[config.mk]
export PLATFORM = sky130hd
export DESIGN_NAME = spsr_regs
export DESIGN_NICKNAME = d
export VERILOG_FILES = /design/src/hw/spsr_pkg.sv /design/src/hw/spsr_regs.sv /design/src/hw/spsr_pkt0_buf.sv
export VERILOG_INCLUDE_DIRS = /design/src /design/src/hw
export SDC_FILE = /design/constraint.sdc
export NUM_CORES = 1
export LEC_CHECK = 0
export BUFFER_PORTS_ARGS = -buffer_cell sky130_fd_sc_hd__buf_4
export CORE_ASPECT_RATIO = 0.6
export CORE_MARGIN = 1.5
export CORE_UTILIZATION = 55
export DETAILED_ROUTE_END_ITERATION = 8
export PLACE_DENSITY = 0.74
export SYNTH_ARGS = -nofsm -noshare
export SYNTH_HDL_FRONTEND = slang
export SYNTH_HIERARCHICAL = 1
export SYNTH_SLANG_ARGS = --single-unit
[constraint.sdc]
create_clock -name core_clk -period 2.7 [get_ports core_clk]
set_input_delay 0.405 -clock core_clk [delete_from_list [all_inputs] [get_ports core_clk]]
set_output_delay 0.405 -clock core_clk [all_outputs]
set_load 0.1 [all_outputs]
[src/hw/spsr_params.svh]
`ifndef SPSR_PARAMS_SVH
`define SPSR_PARAMS_SVH

// ****************************************************************
// Register addresses on the serial control bus
// ****************************************************************
`define SPSR_ADDR_CTRL      8'hCC
`define SPSR_ADDR_TEST      8'hCD
`define SPSR_ADDR_STATUS    8'hCE
`define SPSR_ADDR_LAW       8'hD0
`define SPSR_ADDR_SYND      8'hD1
`define SPSR_ADDR_DATA      8'hD2

// ****************************************************************
// Field positions
// ****************************************************************
`define SPSR_CTRL_SBE_LSB   0
`define SPSR_CTRL_DGT_LSB   4
`define SPSR_CTRL_REWIND    8
`define SPSR_CTRL_ARM       9
`define SPSR_CTRL_DSB       10
`define SPSR_ST_ERR_LSB     0
`define SPSR_ST_SOUND_LSB   10
`define SPSR_ST_RECV        14
`define SPSR_TEST_DESCR     6
`define SPSR_TEST_NOCONC    8

// ****************************************************************
// Reset values and counts
// ****************************************************************
`define SPSR_CTRL_RESET     16'h0000
`define SPSR_TEST_RESET     16'h0000
`define SPSR_HDRS_PER_FRAME 7'h52
`define SPSR_CTRL_WMASK     16'h04FF

`endif

[src/hw/spsr_pkg.sv]
package spsr_pkg;

  // Coding law flags of one sound channel
  typedef struct packed {
    logic stereo;      // 0 mono, 1 stereo
    logic quality;     // 0 medium, 1 high
    logic protection;  // 0 first level, 1 second level
    logic law;         // 0 companded, 1 linear
  } spsr_law_t;

  // Per-frame status from the sound processor
  typedef struct packed {
    logic [3:0]      present;
    spsr_law_t [3:0] law;
  } spsr_sound_t;

  // One byte of the packet stream
  typedef struct packed {
    logic       valid;
    logic       first;
    logic       last;
    logic [7:0] data;
  } spsr_byte_t;

  // Control-bus request, already decoded from the serial frame
  typedef struct packed {
    logic        wr;
    logic        rd;
    logic [7:0]  addr;
    logic [15:0] wdata;
  } spsr_req_t;

  typedef enum logic [1:0] {SPSR_IDLE, SPSR_ARMED, SPSR_STORE, SPSR_FULL}
    spsr_state_t;

endpackage

[src/hw/spsr_regs.sv]
`timescale 1ns/100ps
`include "spsr_params.svh"

// Operation
// - Byte field counts Golay-detected bit errors over 82 headers per frame.
// - Bits 10 to 13 show presence of the four selected sound channels.
// - Bit 14 goes high once a matching packet 0 was received.
// - Coding law word holds four 4-bit fields, channel one lowest.
// - Each field holds law, protection, quality and stereo flags.
// - Syndrome word: low byte bits 0-7, high byte 8-15; zero sum means clean.
// - Packet 0 data word at address 210, low byte in bits 0-7.
// - Arm bit readies capture of next packet; rewind bit points at byte one.

module spsr_regs #(
  parameter int PKT_DEPTH = 64
) (
  input  wire logic                    core_clk,
  input  wire logic                    rst_n,
  input  wire spsr_pkg::spsr_req_t     req,
  output logic [15:0]                  rd_data,
  output logic                         rd_valid,
  input  wire logic                    hdr_done,
  input  wire logic [2:0]              hdr_err_bits,
  input  wire logic                    frame_start,
  input  wire spsr_pkg::spsr_sound_t   sound_in,
  input  wire spsr_pkg::spsr_byte_t    pkt_in,
  input  wire logic [15:0]             syndrome_in,
  output logic [3:0]                   sbus_chan_enable,
  output logic                         sbus_out_disable,
  output logic                         descrambler_enable,
  output logic                         concealment_disable,
  output logic [15:0]                  test_bits
);

  logic [15:0]         ctrl_reg;
  logic [15:0]         test_reg;
  logic [7:0]          err_acc_reg;
  logic [6:0]          hdr_cnt_reg;
  logic [7:0]          err_count_reg;
  spsr_pkg::spsr_sound_t sound_reg;
  logic [15:0]         rd_data_reg;
  logic                rd_valid_reg;
  logic [15:0]         rd_data_next;
  logic                received;
  logic [15:0]         data_word;
  logic [15:0]         syndrome;

  // ****************************************************************
  // Request decode
  // ****************************************************************
  wire hit_ctrl   = req.addr == `SPSR_ADDR_CTRL;
  wire hit_test   = req.addr == `SPSR_ADDR_TEST;
  wire hit_status = req.addr == `SPSR_ADDR_STATUS;
  wire hit_law    = req.addr == `SPSR_ADDR_LAW;
  wire hit_synd   = req.addr == `SPSR_ADDR_SYND;
  wire hit_data   = req.addr == `SPSR_ADDR_DATA;
  // Only the control and test words accept writes
  wire wr_ctrl    = req.wr && hit_ctrl;
  wire wr_test    = req.wr && hit_test;
  // Arm and rewind are strobes; they are never stored
  wire pkt_arm    = wr_ctrl && req.wdata[`SPSR_CTRL_ARM];
  wire pkt_rewind = wr_ctrl && req.wdata[`SPSR_CTRL_REWIND];
  // Reading the data word steps on to the next byte pair
  wire pkt_adv    = req.rd && hit_data;
  wire [3:0] group_type_select =
    ctrl_reg[`SPSR_CTRL_DGT_LSB +: 4];

  // ****************************************************************
  // Writable words
  // ****************************************************************
  always_ff @(posedge core_clk) begin
    if (!rst_n) begin
      ctrl_reg <= `SPSR_CTRL_RESET;
      test_reg <= `SPSR_TEST_RESET;
    end else begin
      if (wr_ctrl) begin
        ctrl_reg <= req.wdata & `SPSR_CTRL_WMASK;
      end
      if (wr_test) begin
        test_reg <= req.wdata;
      end
    end
  end

  // ****************************************************************
  // Header error counting
  // ****************************************************************
  // Saturating sum so a bad frame cannot wrap back to a small count
  wire [8:0] err_sum = {1'b0, err_acc_reg} + {6'h00, hdr_err_bits};
  wire [7:0] err_sat = err_sum[8] ? 8'hFF : err_sum[7:0];
  wire       last_hdr = hdr_done &&
                        hdr_cnt_reg == `SPSR_HDRS_PER_FRAME - 7'h01;

  // Count the headers of one frame and publish the total at the last
  always_ff @(posedge core_clk) begin
    if (!rst_n) begin
      err_acc_reg   <= 8'h00;
      hdr_cnt_reg   <= 7'h00;
      err_count_reg <= 8'h00;
    end else if (frame_start) begin
      err_acc_reg <= 8'h00;
      hdr_cnt_reg <= 7'h00;
    end else if (last_hdr) begin
      err_count_reg <= err_sat;
      err_acc_reg   <= 8'h00;
      hdr_cnt_reg   <= 7'h00;
    end else if (hdr_done) begin
      err_acc_reg <= err_sat;
      hdr_cnt_reg <= hdr_cnt_reg + 7'h01;
    end
  end

  // ****************************************************************
  // Sound channel status
  // ****************************************************************
  // Registered so a read never sees a half-updated word
  always_ff @(posedge core_clk) begin
    if (!rst_n) begin
      sound_reg <= '0;
    end else begin
      sound_reg <= sound_in;
    end
  end

  // ****************************************************************
  // Packet 0 buffer
  // ****************************************************************
  spsr_pkt0_buf #(
    .DEPTH (PKT_DEPTH)
  ) u_pkt0 (
    .core_clk          (core_clk),
    .rst_n             (rst_n),
    .arm               (pkt_arm),
    .rewind            (pkt_rewind),
    .advance           (pkt_adv),
    .group_type_select (group_type_select),
    .pkt_in            (pkt_in),
    .syndrome_in       (syndrome_in),
    .received          (received),
    .data_word         (data_word),
    .syndrome          (syndrome)
  );

  // ****************************************************************
  // Read-back
  // ****************************************************************
  wire [15:0] status_word = {1'b0, received,
                             sound_reg.present,
                             2'b00, err_count_reg};
  wire [15:0] law_word    = sound_reg.law;
  // Strobe bits read as zero since they are never held
  wire [15:0] ctrl_view   = ctrl_reg;

  always_comb begin
    rd_data_next = 16'h0000;  // Unmapped addresses read zero
    if (hit_ctrl) begin
      rd_data_next = ctrl_view;
    end else if (hit_test) begin
      rd_data_next = test_reg;
    end else if (hit_status) begin
      rd_data_next = status_word;
    end else if (hit_law) begin
      rd_data_next = law_word;
    end else if (hit_synd) begin
      rd_data_next = syndrome;
    end else if (hit_data) begin
      rd_data_next = data_word;
    end
  end

  // Answer one cycle after the read request
  always_ff @(posedge core_clk) begin
    if (!rst_n) begin
      rd_data_reg  <= 16'h0000;
      rd_valid_reg <= 1'b0;
    end else begin
      rd_valid_reg <= req.rd;
      if (req.rd) begin
        rd_data_reg <= rd_data_next;
      end
    end
  end

  assign rd_data             = rd_data_reg;
  assign rd_valid            = rd_valid_reg;
  assign sbus_chan_enable    = ctrl_reg[`SPSR_CTRL_SBE_LSB +: 4];
  assign sbus_out_disable    = ctrl_reg[`SPSR_CTRL_DSB];
  assign descrambler_enable  = test_reg[`SPSR_TEST_DESCR];
  assign concealment_disable = test_reg[`SPSR_TEST_NOCONC];
  assign test_bits           = test_reg;

endmodule

[src/hw/spsr_pkt0_buf.sv]
`timescale 1ns/100ps
`include "spsr_params.svh"

module spsr_pkt0_buf #(
  parameter int DEPTH = 64
) (
  input  wire logic              core_clk,
  input  wire logic              rst_n,
  input  wire logic              arm,
  input  wire logic              rewind,
  input  wire logic              advance,
  input  wire logic [3:0]        group_type_select,
  input  wire spsr_pkg::spsr_byte_t pkt_in,
  input  wire logic [15:0]       syndrome_in,
  output logic                   received,
  output logic [15:0]            data_word,
  output logic [15:0]            syndrome
);

  localparam int AW = $clog2(DEPTH);

  logic [7:0]              mem [DEPTH];
  spsr_pkg::spsr_state_t   state_reg;
  spsr_pkg::spsr_state_t   state_next;
  logic [AW-1:0]           wptr_reg;
  logic [AW-1:0]           rptr_reg;
  logic                    recv_reg;
  logic [15:0]             synd_reg;

  // ****************************************************************
  // Capture decode
  // ****************************************************************
  // First byte carries the group type; only a matching packet is kept
  wire type_match = pkt_in.data[3:0] == group_type_select;
  wire start_ok   = pkt_in.valid && pkt_in.first && type_match;
  wire store_en   = (state_reg == spsr_pkg::SPSR_ARMED && start_ok) ||
                    (state_reg == spsr_pkg::SPSR_STORE && pkt_in.valid);
  wire done       = store_en && pkt_in.last;
  wire room       = wptr_reg != AW'(DEPTH - 1);

  // Next state of the capture sequence
  always_comb begin
    state_next = state_reg;
    case (state_reg)
      spsr_pkg::SPSR_IDLE:  state_next = state_reg;
      spsr_pkg::SPSR_ARMED: if (start_ok) begin
        state_next = pkt_in.last ? spsr_pkg::SPSR_FULL
                                 : spsr_pkg::SPSR_STORE;
      end
      spsr_pkg::SPSR_STORE: if (done) begin
        state_next = spsr_pkg::SPSR_FULL;
      end
      spsr_pkg::SPSR_FULL:  state_next = state_reg;
      default:              state_next = spsr_pkg::SPSR_IDLE;
    endcase
    if (arm) begin
      state_next = spsr_pkg::SPSR_ARMED;
    end
  end

  // ****************************************************************
  // State and pointers
  // ****************************************************************
  // A new arm restarts capture; a packet ending the same cycle still counts
  always_ff @(posedge core_clk) begin
    if (!rst_n) begin
      state_reg <= spsr_pkg::SPSR_IDLE;
      wptr_reg  <= '0;
      rptr_reg  <= '0;
      recv_reg  <= 1'b0;
      synd_reg  <= 16'h0000;
    end else begin
      state_reg <= state_next;
      if (arm) begin
        wptr_reg <= '0;
      end else if (store_en && room) begin
        wptr_reg <= wptr_reg + 1'b1;
      end
      if (done) begin
        recv_reg <= 1'b1;
        synd_reg <= syndrome_in;
      end else if (arm) begin
        recv_reg <= 1'b0;
      end
      if (rewind) begin
        rptr_reg <= '0;
      end else if (advance) begin
        rptr_reg <= rptr_reg + AW'(2);
      end
    end
  end

  // Byte storage; excess bytes of an overlong packet overwrite the last
  always_ff @(posedge core_clk) begin
    if (store_en && !arm) begin
      mem[wptr_reg] <= pkt_in.data;
    end
  end

  // Low byte at the read pointer, high byte after it
  assign data_word = {mem[rptr_reg + AW'(1)], mem[rptr_reg]};
  assign received  = recv_reg;
  assign syndrome  = synd_reg;

endmodule

Word-level counts from Yosys, hierarchy flattened --
Memory sizes are Yosys's and may differ from the RTL's. A register that Yosys moved wholly into a read port is not among the register bits. Index checks and enable logic that the tools add are counted.
Word-level totals: bits in writable memories 512, memories kept 1, bits in registers 116, input port bits 80
Operators by class: add/subtract/negate cells 5, bitwise gates (word level) 3, muxes and demuxes 18, reductions and logical operators 24, equal/unequal tests 17
Memory list:
- u_pkt0.mem | depth 64, bits a word 8, rd ports 2, clocked after memory_dff 1, wr ports 1, line spsr_pkt0_buf.sv:22 | logic [7:0] mem [DEPTH];
Operators with widths (number):
- 2-to-1 mux 16 bit | 6
- == test 8 bit (second input constant) | 6
- logical AND 1 bit | 13
- adder 6 x 1 -> 6 bit (second input constant) | 2
- 2-to-1 mux 6 bit | 2
- adder 8 x 3 -> 9 bit | 1
- 2-to-1 mux 8 bit | 1
- adder 7 x 1 -> 7 bit (second input constant) | 1
- == test 7 bit (second input constant) | 1
- adder 6 x 2 -> 6 bit (second input constant) | 1
- 2-to-1 mux 1 bit | 6
- != test 2 x 1 -> 1 bit (second input constant) | 3
- != test 3 x 1 -> 1 bit (second input constant) | 2
- != test 6 bit (second input constant) | 1
- AND reduction 3 bit | 2
- OR reduction 2 bit | 3
- == test 2 bit (second input constant) | 2
- == test 4 bit | 1
- 2-to-1 mux 2 bit | 2
- one-hot mux 2 bit (2 select lines) | 1
- inverter 1 bit | 3
- OR reduction 3 bit | 1
- == test 2 x 1 -> 1 bit (second input constant) | 1
- zero test 2 bit | 1
- 4 further kinds | 4

Depth between registers and ports, before layout --
word-level depth 8, mapped depth 9, depth with buffers taken out 7

Modules after synthesis --
Netlist, hierarchy kept.
Modules (own cells, without submodules):
- spsr_pkt0_buf | times used 1, cells each 987, area each 21209.1 um^2
- spsr_regs | times used 1, cells each 486, area each 4141.5 um^2

Least setup slack after synthesis --
No wires, ideal clock.
kind register to register, start point reg u_pkt0.rptr_reg[2], end point reg rd_data_reg[10], in the netlist rd_data[10], slack -0.007 ns, data required time 2.572 ns, path buffers 2, clock period less this slack 2.707 ns, cell stages (with the launch flop) 10, library setup time 0.128 ns, arrival time 2.579 ns, cell sequence dfxtp_1 clkbuf_1 clkbuf_1 mux4_2 mux4_2 mux2_2 a22oi_1 o21ai_0 a221oi_1 a21boi_1
On the way: word-level cells in the longest chain between the ends 8
Ends and longest elaborated chain:
- from (decl) | line spsr_pkt0_buf.sv:26 | logic [AW-1:0] rptr_reg;
- from (signal assigned) | line spsr_pkt0_buf.sv:88 | rptr_reg <= rptr_reg + AW'(2);
- adder 6 x 1 -> 6 bit | line spsr_pkt0_buf.sv:101 | assign data_word = {mem[rptr_reg + AW'(1)], mem[rptr_reg]};
- memory read (64 x 8 bit)
- via data_word[10] | line spsr_regs.sv:45 | logic [15:0] data_word;
- 2-to-1 mux 16 bit | line spsr_regs.sv:166 | end else if (hit_data) begin
- 2-to-1 mux 16 bit | line spsr_regs.sv:164 | end else if (hit_synd) begin
- 2-to-1 mux 16 bit | line spsr_regs.sv:162 | end else if (hit_law) begin
- 2-to-1 mux 16 bit | line spsr_regs.sv:160 | end else if (hit_status) begin
- 2-to-1 mux 16 bit | line spsr_regs.sv:158 | end else if (hit_test) begin
- 2-to-1 mux 16 bit | line spsr_regs.sv:156 | if (hit_ctrl) begin
- to (signal assigned) | line spsr_regs.sv:179 | rd_data_reg <= rd_data_next;
- to (decl) | line spsr_regs.sv:41 | logic [15:0] rd_data_reg;
The timed path passes the listed nets, and every way through them passes these cells. A chain may end at the register's enable or synchronous reset.

==> run_results.csv <==
group,metric,value,unit
final_layout,regMostFlops,"u_pkt0/mem",
detailed_routing,drtPass1Iterations,6,
power_and_ir_drop,netSwitchingFraction,0.213,
power_and_ir_drop,seqPwrFrac,0.558,
final_layout,insertedDiodeCount,0,
sta,rsz0062_at_grt,"true",
floorplan,start_util,0.562,
run_status,status,"complete, but fails checks",
logic_synthesis,ys_seq_area_frac,0.701,
sta,setup_tns,-0.00711,ns
min_path,holdPathStages,2,
logic_synthesis,synth_top_family_by_area,"multiplexers",
logic_synthesis,synth_edf_count,512,
logic_synthesis,yosys_warnings,6,
detailed_routing,drt_iter0_markers,2129,
grt,gr-usage-met3,0.0917,
grt,grt-busiest-layer,"met1",
floorplan,top_level_ports,120,
detailed_routing,ant_nets,0,
min_path,hold_path_class,"input pin to flip-flop",
final_layout,drive_above_1_share,0.323,
floorplan,rows,60,
run_status,violations,"negative setup slack",
grt,antenna_found_initial,1,
sta,max_freq,369,MHz
placed_design,gp_congestion,0.981,
power_and_ir_drop,pwr-share-comb,0.047,
logic_synthesis,synthSimpleGateAreaFrac,0.0630,
sta,whs,0.0308,ns
grt,grt_max_degree,65,
logic_synthesis,synthArstFlopShare,0,
sta,setup_ws,-0.00711,ns
power_and_ir_drop,power.static_leakage,9.68,nW
logic_synthesis,ys_ff_latch,632,
cts,cts_buffer_depth,3,
critical_path,cp-endpoint,"rd_data[1]",
final_layout,largest_reg_flops,512,
critical_path,crit_arrival,3.18,ns
grt,gr-usage-met1,0.451,
critical_path,ff2ff_setup_slack,-0.007,ns
floorplan,core_area,0.0451,mm^2
logic_synthesis,synth.distinct_cells,69,
critical_path,crit_type,"flip-flop to flip-flop",
final_layout,final_core_util,0.660,
sta,hold_viol_final,0,
detailed_routing,routedWlPerCell,28.2,um
power_and_ir_drop,switching_power,0.00407,W
sta,fin_crit,2.71,ns
critical_path,cp_data_required_time,3.17,ns
cts,cts-root-buf,"clkbuf_16",
logic_synthesis,synth-main-ff-cell,"edfxtp_1",
detailed_routing,num_vias,15000,
sta,worst_pin_slew,1.03,ns
placed_design,dp_hpwl,44000,um
sta,setup_viol,1,
logic_synthesis,synth_xor_area_frac,0.00553,
final_layout,nNetsFinal,1781,
critical_path,rr_endpoint,"rd_data[1]",
cts,clock_latency,0.59,ns
critical_path,worstRegToRegCells,8,
logic_synthesis,synthCells,1473,
logic_synthesis,synth.area.mux_share,0.156,
final_layout,syn2layout_area_growth,17.5,%
detailed_routing,via_per_inst,6.38,
cts,postCtsHoldBufs,0,
placed_design,io_buffers,119,
min_path,min_from,"sound_in[16]",
cts,numCtsBuffers,53,
floorplan,dieArea,0.0474,mm^2
grt,grt_pass1_vias,14500,
flow_run,cap_violations,0,
floorplan,dieWidth,280,um
power_and_ir_drop,p_int,0.0150,W
grt,grt_overflow_total,0,
grt,grt_first_pass_wirelength,95500,um
logic_synthesis,synthAdderAreaFrac,0.00523,
power_and_ir_drop,power_density,640,mW/mm^2
logic_synthesis,netlist_area,0.0254,mm^2
grt,grt_usage,0.279,
sta,final.period_utilization,1.00,
cts,cts.reportedPaths.clkPinSlew,0.08,ns
cts,tritoncts,"yes",
sta,finClkSkew,0.0239,ns
logic_synthesis,synth-compound-area-share,0.0473,
floorplan,die_y,169,um
critical_path,crit_fanout,8,
sta,finalMaxSlewViolations,0,
logic_synthesis,syn_nets,1563,
critical_path,cp-end-kind,"flip-flop",
critical_path,startpoint_type,"flip-flop",
power_and_ir_drop,clock_power_share,0.395,
detailed_routing,route.detailed.drc,0,
cts,htree_levels,2,
detailed_routing,totalWireLength,66300,um
cts,clock_sinks,632,
power_and_ir_drop,vdd_ir_drop_max,0.000558,V
grt,use_met2,0.371,
logic_synthesis,postSynthAreaPerCell,17.2,um^2
sta,relSlewSlack,0.313,
==> through the flow <==
| stage | total power (W) | setup WS, ns | area (um^2) | instances |
|---|---|---|---|---|
| after floorplan | 0.0113 | 0.00321 | 25400 | 1473 |
| after global placement | 0.0117 | -0.0528 | 27700 | 2242 |
| after detailed placement | 0.0117 | -0.0868 | 27700 | 2242 |
| after CTS | 0.0191 | 0.000487 | 29500 | 2348 |
| after global routing | 0.0196 | -0.0668 | 29800 | 2354 |
| final | 0.0191 | -0.00711 | 29800 | 2354 |
==> cells in the final DEF (no fill, tap or decap), types with 12 or more instances in the layout <==
cell,count
edfxtp_1,512
buf_4,237
mux4_2,160
dfxtp_1,113
nor2_1,107
nand2_1,105
clkbuf_16,61
a21oi_1,58
nand3_1,30
a21boi_1,21
and2_1,20
buf_12,17
o21ai_0,13
mux2i_1,12
clkinv_1,12
==> worst min path at each step <==
stage                                      to  slack, ns
after floorplan            u_pkt0/syndrome[6]       0.43
after global placement    u_pkt0/syndrome[12]       0.44
after detailed placement          rd_data[11]       0.45
after CTS                        law_word[10]       0.02
after global routing              law_word[4]       0.01
final                           sound_reg[16]       0.03
==> layer usage <==
layer  up-vias  wire (um)
met5         -         13
met4         2        944
met3        78       9240
met2       899      27200
met1      7790      28900
li1       6244          -
==> timing repair <==
item | CTS | global route
pin swaps | 0 | 9
gates cloned | 1 | 5
resized for setup | 15 | 33
buffers inserted | 7 | 2
endpoints found under the setup margin | 13 | 275
==> cells in the mapped netlist, types with 4 or more instances <==
| cell type | n | area share |
|---|---|---|
| a211oi_1 | 7 | 0.0021 |
| a21boi_0 | 9 | 0.0027 |
| a21boi_1 | 21 | 0.0062 |
| a21oi_1 | 63 | 0.012 |
| a22o_1 | 7 | 0.0024 |
| a22oi_1 | 5 | 0.0015 |
| a311oi_1 | 4 | 0.0014 |
| and2_1 | 20 | 0.0049 |
| and3_1 | 5 | 0.0012 |
| buf_1 | 13 | 0.0019 |
| buf_2 | 15 | 0.0030 |
| buf_4 | 18 | 0.0053 |
| buf_6 | 7 | 0.0031 |
| clkbuf_1 | 47 | 0.0070 |
| dfxtp_1 | 120 | 0.095 |
| edfxtp_1 | 512 | 0.61 |
| ha_1 | 9 | 0.0044 |
| inv_1 | 10 | 0.0015 |
| mux2_2 | 20 | 0.0089 |
| mux2i_1 | 12 | 0.0047 |
| mux4_2 | 160 | 0.14 |
| nand2_1 | 106 | 0.016 |
| nand2b_1 | 5 | 0.0012 |
| nand3_1 | 30 | 0.0059 |
| nand3b_1 | 6 | 0.0018 |
| nand4_1 | 6 | 0.0015 |
| nor2_1 | 108 | 0.016 |
| nor2b_1 | 6 | 0.0015 |
| o21ai_0 | 15 | 0.0030 |
| o21ai_1 | 4 | 0.00079 |
| o22ai_1 | 8 | 0.0020 |
| o2bb2ai_1 | 8 | 0.0028 |
| o31ai_1 | 4 | 0.0012 |
| or3_1 | 5 | 0.0012 |
| or4_1 | 7 | 0.0021 |
| xnor2_1 | 6 | 0.0021 |
| xor2_1 | 10 | 0.0035 |
==> worst max-delay path, stage by stage, from the launching register on <==
cell     delay, ns
dfxtp_4       0.39
buf_12        0.13
buf_12        0.15
mux4_2        0.60
mux4_2        0.55
mux2_4        0.32
a21oi_2       0.12
o22ai_1       0.11
a22o_1        0.22
==> power by group through the flow <==
stage | combinational (W) | sequential, W | clock [W]
after floorplan | 0.000393 | 0.0109 | 0
after global placement | 0.000830 | 0.0108 | 0
after detailed placement | 0.000861 | 0.0108 | 0
after CTS | 0.000869 | 0.0106 | 0.00758
after global routing | 0.000953 | 0.0106 | 0.00796
final | 0.000898 | 0.0106 | 0.00752
==> cell families (layout without fill, tap and decap cells) <==
family / after synthesis / in the layout
simple gates: 331 / 331
fa+ha+maj: 10 / 10
compound gates: 181 / 181
xor+xnor: 16 / 16
flops: 632 / 632
buf+inv: 111 / 372
mux: 192 / 192
==> final cells by class <==
class                      instances  area, um^2
sequential                       632       17800
fill                            3019       15300
multi-input combinational        730        7160
timing repair buffer             263        2320
clock buffer                      70        1500
tap                              620         776
clock inverter                    28         186
inverter                          11        41.3
(Power assumes the default switching activity.)
